**config.mk**
```make
export PLATFORM = sky130hd
export DESIGN_NAME = uof_event_flags
export DESIGN_NICKNAME = d
export VERILOG_FILES = /design/src/uof_pkg.sv /design/src/uof_event_flags.sv
export SDC_FILE = /design/constraint.sdc
export NUM_CORES = 1
export LEC_CHECK = 0
export BUFFER_PORTS_ARGS = -buffer_cell sky130_fd_sc_hd__buf_4
export CAP_MARGIN = 20
export CORE_MARGIN = 2
export CORE_UTILIZATION = 54
export DETAILED_ROUTE_END_ITERATION = 10
export PLACE_DENSITY = 0.81
export SYNTH_ARGS = -nofsm -noshare
export SYNTH_HDL_FRONTEND = slang
export SYNTH_SLANG_ARGS = --single-unit
```
**constraint.sdc**
```tcl
create_clock -name clk_sys -period 2.8 [get_ports clk_sys]
set_clock_uncertainty 0.2 [all_clocks]
set_input_delay 0 -clock clk_sys [delete_from_list [all_inputs] [get_ports clk_sys]]
set_output_delay 0 -clock clk_sys [all_outputs]
set_load 0.005 [all_outputs]
```
**src/uof_pkg.sv**
```systemverilog
/*
  Package for the OTG event flag block: register offset, flag bit positions,
  reset value and timing counts.
  Assumes a 10 MHz system clock.
*/
package uof_pkg;

  // ----------------------------------------------------------------
  // Register map
  // ----------------------------------------------------------------
  localparam logic [7:0]  UOF_FLAGS_OFS   = 8'h00;
  localparam logic [31:0] UOF_FLAGS_RST   = 32'h0000_0000;

  // ----------------------------------------------------------------
  // Flag bit positions
  // ----------------------------------------------------------------
  localparam int UOF_BIT_ID      = 7;
  localparam int UOF_BIT_TIMER   = 6;
  localparam int UOF_BIT_LINE    = 5;
  localparam int UOF_BIT_ACTV    = 4;
  localparam int UOF_BIT_SESDROP = 3;
  localparam int UOF_BIT_BVBUS   = 2;
  localparam int UOF_BIT_AVBUS   = 0;
  localparam logic [7:0] UOF_IMPL_MASK = 8'hfd;

  // ----------------------------------------------------------------
  // Timing
  // ----------------------------------------------------------------
  localparam int CLK_HZ        = 10_000_000;
  localparam int MS_PERIOD_US  = 1000;
  localparam int MS_CYCLES     = (CLK_HZ / 1_000_000) * MS_PERIOD_US;
  localparam logic [13:0] MS_LAST = 14'(MS_CYCLES - 1);

endpackage

```
**src/uof_event_flags.sv**
```systemverilog
/*
  OTG event flag register: latches transceiver and comparator events into
  write-one-to-clear flags read over a plain register port, keeps the free
  running 1 ms timer and the line state stability counter that feed two of
  the flags, and mirrors the flag word on a port of its own.
  Assumes transceiver pins are asynchronous to clk_sys; register port is
  synchronous to clk_sys. Pins should sit low through reset: a pin that is
  high then reports one change when the synchronisers first load it.
*/
`timescale 1ns/100ps
module uof_event_flags
  import uof_pkg::*;
(
  // Clock and reset
  input  wire logic        clk_sys,
  input  wire logic        rst_n,
  // Register port
  input  wire logic [7:0]  reg_addr,
  input  wire logic [31:0] reg_wdata,
  input  wire logic        reg_wr,
  input  wire logic        reg_rd,
  output logic      [31:0] reg_rdata,
  // Transceiver and comparator inputs
  input  wire logic        id_pin,
  input  wire logic        sess_valid,
  input  wire logic        sess_end,
  input  wire logic        dp_pin,
  input  wire logic        dm_pin,
  input  wire logic        vbus_pin,
  // Flag state
  output logic      [7:0]  otg_event_flags
);

  // ----------------------------------------------------------------
  // Helpers
  // ----------------------------------------------------------------
  // Shared by the 1 ms timer and the line stability counter
  function automatic logic [13:0] uof_count_step(
    input logic [13:0] cnt,
    input logic        restart,
    input logic        freeze
  );
    logic [13:0] step;
    step = cnt + 14'h0001;
    if (restart)
      return 14'h0000;
    else if (freeze)
      return cnt;
    else
      return step;
  endfunction

  // ----------------------------------------------------------------
  // Input synchronisers
  // ----------------------------------------------------------------
  logic [5:0] sync1_r;
  logic [5:0] sync2_r;
  logic [5:0] prev_r;
  logic       primed_r;
  wire  [5:0] pins_raw = {vbus_pin, dm_pin, dp_pin, sess_end, sess_valid, id_pin};

  // Two stages before any logic sees a pin; only stage two fans out
  always_ff @(posedge clk_sys or negedge rst_n) begin
    if (!rst_n) begin
      sync1_r <= 6'h00;
      sync2_r <= 6'h00;
    end else begin
      sync1_r <= pins_raw;
      sync2_r <= sync1_r;
    end
  end

  // One-sample history for change detection
  always_ff @(posedge clk_sys or negedge rst_n) begin
    if (!rst_n) begin
      prev_r <= 6'h00;
    end else begin
      prev_r <= sync2_r;
    end
  end

  // Edge history is unreliable until one sample has been taken after reset
  always_ff @(posedge clk_sys or negedge rst_n) begin
    if (!rst_n) begin
      primed_r <= 1'b0;
    end else begin
      primed_r <= 1'b1;
    end
  end

  // ----------------------------------------------------------------
  // Change detection
  // ----------------------------------------------------------------
  wire [5:0] chg       = primed_r ? (sync2_r ^ prev_r) : 6'h00;
  wire       chg_id    = chg[0];
  wire       chg_valid = chg[1];
  wire       chg_end   = chg[2];
  wire       chg_dp    = chg[3];
  wire       chg_dm    = chg[4];
  wire       chg_vbus  = chg[5];
  // High while the comparator reports VBUS below the session end level
  wire       below_end = sync2_r[2];
  // Comparator moves count as VBUS activity for the wake-up flag
  wire       any_chg   = chg_id | chg_valid | chg_end | chg_dp | chg_dm | chg_vbus;

  // ----------------------------------------------------------------
  // 1 ms timer
  // ----------------------------------------------------------------
  // Free-running from reset; software has no way to restart it
  logic [13:0] ms_cnt_r;
  wire         ms_tick    = (ms_cnt_r == MS_LAST);
  wire  [13:0] ms_cnt_nxt = uof_count_step(ms_cnt_r, ms_tick, 1'b0);

  always_ff @(posedge clk_sys or negedge rst_n) begin
    if (!rst_n) begin
      ms_cnt_r <= 14'h0000;
    end else begin
      ms_cnt_r <= ms_cnt_nxt;
    end
  end

  // ----------------------------------------------------------------
  // Line state stability
  // ----------------------------------------------------------------
  // Line state is the synchronised D+/D- pair; it must hold for a full 1 ms
  logic [1:0]  line_rpt_r;
  logic [13:0] stab_cnt_r;
  logic        stab_done_r;
  wire  [1:0]  line_now      = {sync2_r[4], sync2_r[3]};
  wire         line_moved    = chg_dp | chg_dm;
  wire         stab_full     = (stab_cnt_r == MS_LAST);
  wire         stab_hit      = !line_moved && !stab_done_r && stab_full;
  wire         line_new      = (line_now != line_rpt_r);
  wire         line_evt      = stab_hit && line_new;
  wire         stab_restart  = line_moved || stab_hit;
  // Counter parks after one report until the line moves again
  wire  [13:0] stab_cnt_nxt  = uof_count_step(stab_cnt_r, stab_restart, stab_done_r);
  wire         stab_done_nxt = line_moved ? 1'b0 : (stab_done_r | stab_hit);

  always_ff @(posedge clk_sys or negedge rst_n) begin
    if (!rst_n) begin
      stab_cnt_r  <= 14'h0000;
      stab_done_r <= 1'b0;
    end else begin
      stab_cnt_r  <= stab_cnt_nxt;
      stab_done_r <= stab_done_nxt;
    end
  end

  // Last reported stable state; starts as both lines low
  always_ff @(posedge clk_sys or negedge rst_n) begin
    if (!rst_n) begin
      line_rpt_r <= 2'b00;
    end else if (stab_hit) begin
      line_rpt_r <= line_now;
    end
  end

  // ----------------------------------------------------------------
  // Event vector
  // ----------------------------------------------------------------
  logic [7:0] evt;
  always_comb begin
    evt                  = 8'h00;
    evt[UOF_BIT_ID]      = chg_id;
    evt[UOF_BIT_TIMER]   = ms_tick;
    evt[UOF_BIT_LINE]    = line_evt;
    evt[UOF_BIT_ACTV]    = any_chg;
    evt[UOF_BIT_SESDROP] = chg_end & below_end;
    evt[UOF_BIT_BVBUS]   = chg_end;
    evt[UOF_BIT_AVBUS]   = chg_valid;
  end

  // ----------------------------------------------------------------
  // Register decode
  // ----------------------------------------------------------------
  wire       hit_flags = (reg_addr == UOF_FLAGS_OFS);
  wire       wr_flags  = reg_wr && hit_flags;
  wire [7:0] clr_mask  = wr_flags ? reg_wdata[7:0] : 8'h00;

  // ----------------------------------------------------------------
  // Flag register
  // ----------------------------------------------------------------
  logic [7:0] flags_r;
  wire  [7:0] kept      = flags_r & ~clr_mask;
  // Set wins over a clear landing in the same cycle
  wire  [7:0] flags_nxt = (kept | evt) & UOF_IMPL_MASK;

  always_ff @(posedge clk_sys or negedge rst_n) begin
    if (!rst_n) begin
      flags_r <= UOF_FLAGS_RST[7:0];
    end else begin
      flags_r <= flags_nxt;
    end
  end

  // Port copy has its own flop so the output comes straight from a register
  always_ff @(posedge clk_sys or negedge rst_n) begin
    if (!rst_n) begin
      otg_event_flags <= UOF_FLAGS_RST[7:0];
    end else begin
      otg_event_flags <= flags_nxt;
    end
  end

  // ----------------------------------------------------------------
  // Read port
  // ----------------------------------------------------------------
  // Data stand for one cycle only; idle cycles read as zero
  wire [31:0] rd_word = hit_flags ? {24'h000000, flags_r & UOF_IMPL_MASK}
                                  : 32'h0000_0000;

  always_ff @(posedge clk_sys or negedge rst_n) begin
    if (!rst_n) begin
      reg_rdata <= 32'h0000_0000;
    end else if (reg_rd) begin
      reg_rdata <= rd_word;
    end else begin
      reg_rdata <= 32'h0000_0000;
    end
  end

endmodule

```
==> results.cfg, run 1 <==
[worst_setup_path]
reg2reg_depth = 5
critPathKind = reg -> reg
cp.required_ns = 2.82
crit_end = line_rpt_r[0]$_DFFE_PN0P_
crit_start = stab_cnt_r[0]$_DFFE_PN0P_
regToRegStartpoint = stab_cnt_r[0]$_DFFE_PN0P_
end_kind = register
rr_endpoint = line_rpt_r[0]$_DFFE_PN0P_
start_kind = register
cp_max_fo = 5
r2r_slack_ns = 0.77
cp.arrival_ns = 2.05

[grt]
grt_max_degree = 65
grt_overflow = 0
grt_first_pass_wirelength_mm = 9.65
antenna_found_initial = 0
grt_usage = 0.216
grt_pass1_vias = 1985

[floorplanning]
fp-row-count = 26
die_h_um = 76.0
coreArea_um2 = 5040
die_area_um2 = 5770
start_util = 0.555
ioPinCount = 90
die_w_um = 76.0

[placed_design]
numPortBuffers = 38
gp_congestion = 0.834
dpl.hpwl_mm = 3.35

[timing]
fin_crit_sh = 0.725
tns_ns = 0
worst_pin_slew_ns = 0.770
setup_viol = 0
rsz0062_at_grt = no
timing.final.hold_violations = 0
slew_viol_final = 0
fmax_ghz = 0.492
max-slew-margin-rel = 0.486
finalCriticalPeriod_ns = 2.03

[yosys]
syn_avg_cell_area_um2 = 11.4
syn_inst = 245
syn_area_um2 = 2800
ys_seq_area_frac = 0.573
yosysWarningCount = 0
ys_types = 44
synth_area_leaders = dfrtp_1, buf_4, xor2_1
ys_ff_latch = 64
netlist.area_leader.share = 0.573
synth_top_area_cell = dfrtp_1

[layout]
utilization = 0.689
nets = 361
diodes = 0
fillCellCount = 344
layout-drive-gt1-share = 0.194
synthToLayoutAreaGrowth_pct = 24.3

[cts]
cts_resized = 0
ctsRootBufferMaster = clkbuf_8
clkSlewWorstSetupHoldPaths_ns = 0.07
cts_sinks = 64
insertion_delay_ns = 0.34
clk_path_buf_depth = 2
cts_tree = yes
htree_levels = 3
post_cts_buffers = 0
cts_buffers = 9
cts.hold.buffers_added = 19

[route]
firstDrtPassIters = 4
drc = 0
drt-total-wl_mm = 5.61
drtIter0Drc = 125
vias = 1930
routedWlPerCell_um = 14.6
vias_per_cell = 5.03
drtAntennaViolNets = 0

[pwr]
p_clk_frac = 0.446
switching_share = 0.231
seqPwrFrac = 0.491
combinationalPowerShare = 0.063
power.internal_w = 0.00154
powerDensity_nw_per_um2 = 577
p_sw_w = 0.000463
power_leakage_nw = 1.62
ir_worst_vdd_uv = 595

[run_status]
outcome = completed

[hold_path]
whs_path_depth = 4
hp-class = in -> reg

[job]
cap_violations = 0
power by group through the flow:
stage | registers, W | logic [W] | clock network (W)
3_3_place_gp | 0.000995 | 0.000102 | 0
2_1_floorplan | 0.000992 | 0.0000782 | 0
4_1_cts | 0.000983 | 0.000125 | 0.000914
5_1_grt | 0.000987 | 0.000146 | 0.000968
3_5_place_dp | 0.00100 | 0.000106 | 0
6_report | 0.000984 | 0.000126 | 0.000895
synth_stat cells, drive strengths merged:
library cell / instances
nand4: 9
nor4bb: 2
xor2: 19
conb: 2
a2111o: 1
o21ai: 2
dfrtp: 64
a32o: 1
and4: 2
o21a: 1
clkbuf: 3
xnor2: 10
and4b: 2
buf: 26
and3: 4
a21o: 1
nand4b: 2
mux2: 2
o31ai: 1
or4: 1
nor2: 22
ha: 2
o211ai: 1
mux2i: 1
nand3: 12
nand2b: 1
nor3: 4
a21oi: 3
and3b: 1
a22o: 4
or3: 3
nand2: 18
o2bb2ai: 1
nor3b: 1
inv: 2
nor2b: 2
nor4: 5
and2: 7
registers in the layout, indices dropped and copies added, names as in the netlist:
register and cells:
ms_cnt_r 14, otg_event_flags 7, sync1_r 6, reg_rdata 7
stab_done_r 1, stab_cnt_r 14, prev_r 6, primed_r 1
line_rpt_r 2, sync2_r 6
cells in the final DEF, fill, tap and decap left out, drive strengths merged, types with 5 or more instances in the layout:
master	n
nand2	18
nand3	12
and2	7
nor4	5
dfrtp	64
buf	38
dlygate4sd3	19
conb	27
xnor2	10
nand4	9
xor2	19
nor2	22
clkbuf	10
metrics by stage:
step	cell area, um2	power, W	hold slack, ns	instances	setup WS [ns]
2_1_floorplan	2890	0.00107	-0.496	270	0.979
3_3_place_gp	3060	0.00110	-0.0909	349	0.803
3_5_place_dp	3060	0.00111	-0.0896	349	0.798
4_1_cts	3480	0.00202	0.00179	384	0.767
5_1_grt	3480	0.00210	0.0612	384	0.600
6_report	3480	0.00201	0.0282	384	0.769
worst max-delay path: stages (launching register included):
cell and delay (ns):
dfrtp_1 0.42, ha_1 0.24, and4b_1 0.27, nand4_1 0.21, nand2b_1 0.27, mux2_2 0.31
routing by layer:
layer / global-route usage / routed length (um) / share of wire / up-vias
met5: 0 / 0 / 0 / -
met4: 0.0745 / 82 / 0.015 / 0
met3: 0.0690 / 230 / 0.041 / 10
met2: 0.374 / 3020 / 0.54 / 46
met1: 0.254 / 2270 / 0.40 / 953
li1: - / - / - / 921
area by class of cell:
class                           count  area [um2]  area share
Clock buffer                       10         138      0.0396
Clock inverter                      6        91.3      0.0263
Timing Repair Buffer               57         475       0.137
Inverter                            2        7.51     0.00216
Tap cell                           70        87.6      0.0252
Multi-Input combinational cell    175        1070       0.309
Sequential cell                    64        1600       0.461
cell families (layout without fill, tap and decap cells):
group | count (synthesis) | after routing | share of synthesized area
simple gates | 98 | 98 | 0.194
flops | 64 | 64 | 0.573
compound gates | 16 | 16 | 0.0430
xor+xnor | 29 | 29 | 0.0908
fa+ha+maj | 2 | 2 | 0.00895
mux | 3 | 3 | 0.0116
other cells | 2 | 27 | 0.00269
buf+inv | 31 | 75 | 0.0765
worst min-delay path by stage:
| stage | from | endpoint | slack, ns |
|---|---|---|---|
| final | reg_wr | otg_event_flags[0]$_DFF_PN0_ | 0.03 |
| after global routing | reg_wr | otg_event_flags[3]$_DFF_PN0_ | 0.06 |
| after CTS | reg_wr | otg_event_flags[3]$_DFF_PN0_ | 0.002 |
| after detailed placement | dp_pin | sync1_r[3]$_DFF_PN0_ | -0.09 |
| after global placement | dp_pin | sync1_r[3]$_DFF_PN0_ | -0.09 |
| after floorplan | rst_n | line_rpt_r[0]$_DFFE_PN0P_ | -0.50 |
No activity file was read; power rests on OpenSTA's default activity.
==> run 2, diff against run 1 <==
- CORE_UTILIZATION: 54 -> 50
- PLACE_DENSITY: 0.81 -> 0.76
- clock period: 2.8 -> 1.9 ns (I/O delays scaled with it)
==> run 2 against run 1 <==
Against the previous run:
- non-clock buffer count grew 12
- fmax is 12% higher
- critical endpoint is now stab_cnt_r[11]$_DFFE_PN0P_
- global-route usage fell by 2.0 points
- hold slack better by 0.019 ns
- cell count rose by 3.6%
- sequential share of layout area down 0.99 points
==> results.cfg, run 2 (synthesis gave the netlist of run 1 again) <==
[cts]
cts_buffers = 9
clkSlewWorstSetupHoldPaths_ns = 0.07
insertion_delay_ns = 0.34
htree_levels = 3
cts_tree = yes
cts_sinks = 64
clk_path_buf_depth = 2
ctsRootBufferMaster = clkbuf_8

[layout]
layout-drive-gt1-share = 0.233
synthToLayoutAreaGrowth_pct = 27.1
utilization = 0.654
final_common_cell = dfrtp_1
fin_cells = 398
fillCellCount = 431
final_cell_mix = dfrtp_1, buf_4, conb_1
nets = 373
diodes = 0
largest_registers = ms_cnt_r (14), stab_cnt_r (14)

[route]
routedWlPerCell_um = 13.2
drt-total-wl_mm = 5.27
drtAntennaViolNets = 0
firstDrtPassIters = 6
vias = 1919
drtIter0Drc = 61
drc = 0
vias_per_cell = 4.82

[floorplanning]
ioPinCount = 90
coreArea_um2 = 5440
die_area_um2 = 6210
fp-row-count = 27
die_w_um = 78.8
start_util = 0.514
die_h_um = 78.8

[timing]
fmax_ghz = 0.550
worst_pin_slew_ns = 0.762
setup_viol = 0
slew_viol_final = 0
tns_ns = 0
fin_crit_sh = 0.957
rsz0062_at_grt = no
max-slew-margin-rel = 0.492
finalCriticalPeriod_ns = 1.82
timing.final.hold_violations = 0

[run_status]
outcome = completed

[grt]
antenna_found_initial = 0
grt_pass1_vias = 1967
grt_overflow = 0
grt_usage = 0.196
grt_max_degree = 65
grt_first_pass_wirelength_mm = 9.17

[pwr]
ir_worst_vdd_uv = 659
power_leakage_nw = 1.68
powerDensity_nw_per_um2 = 824

[worst_setup_path]
r2r_slack_ns = 0.08
crit_start = stab_cnt_r[6]$_DFFE_PN0P_
start_kind = register
cp.arrival_ns = 1.87
end_kind = register
regToRegStartpoint = stab_cnt_r[6]$_DFFE_PN0P_
cp.required_ns = 1.96
critPathKind = reg -> reg
rr_endpoint = stab_cnt_r[11]$_DFFE_PN0P_
crit_end = stab_cnt_r[11]$_DFFE_PN0P_
reg2reg_depth = 4
cp_max_fo = 5

[job]
cap_violations = 0

[placed_design]
placedCellCount = 363
numPortBuffers = 38
dpl.hpwl_mm = 3.43
gp_congestion = 0.802

[hold_path]
whs_path_depth = 4
hold_start = reg_wr
hp-class = in -> reg
## run 2: what timing repair did
item | CTS | global route
setup endpoints to repair | 0 | 2
buffers inserted | 0 | 3
endpoints found under the hold margin | 84 | 0
gates resized for setup | 0 | 1
hold buffers | 16 | 0
## run 2: how the worst min path moves through the flow
stage	end
floorplan	line_rpt_r[0]$_DFFE_PN0P_
global placement	sync1_r[4]$_DFF_PN0_
detailed placement	sync1_r[2]$_DFF_PN0_
CTS	otg_event_flags[5]$_DFF_PN0_
global route	otg_event_flags[0]$_DFF_PN0_
finish	otg_event_flags[2]$_DFF_PN0_
## run 2: cell type report
class / count / area [um2] / area share
Timing Repair Buffer: 69 / 558 / 0.157
Tap cell: 72 / 90.1 / 0.0253
Sequential cell: 64 / 1600 / 0.451
Inverter: 2 / 7.51 / 0.00211
Multi-Input combinational cell: 175 / 1070 / 0.302
Clock inverter: 5 / 80.1 / 0.0225
Clock buffer: 11 / 141 / 0.0398
## run 2: layer usage
layer  wire length [um]  GRT usage
met4                 82     0.0807
met2               2780      0.328
met3                223     0.0682
met1               2180      0.230
met5                  0          0
## run 2: worst max-delay path, cell delays in order, from the launching register on
cell	delay [ns]
dfrtp_1	0.41
nand4_2	0.16
or3_4	0.45
a2111o_1	0.36
a21oi_1	0.16
## run 2: stage by stage
step,setup WS [ns],power [W],hold slack (ns),cell area [um2]
after floorplan,0.0793,0.00158,-0.496,2890
final,0.0813,0.00293,0.0471,3550
after detailed placement,0.0169,0.00165,-0.0895,3150
after global placement,0.100,0.00164,-0.0908,3150
after CTS,0.00653,0.00296,0.0253,3530
after global routing,0.000969,0.00306,0.0352,3550
## run 2: report_power, final
group | switching [W] | internal [W] | leakage (nW)
combinational | 0.000107 | 0.000112 | 0.777
clock | 0.000497 | 0.000772 | 0.106
sequential | 0.0000341 | 0.00141 | 0.800
total | 0.000638 | 0.00229 | 1.68
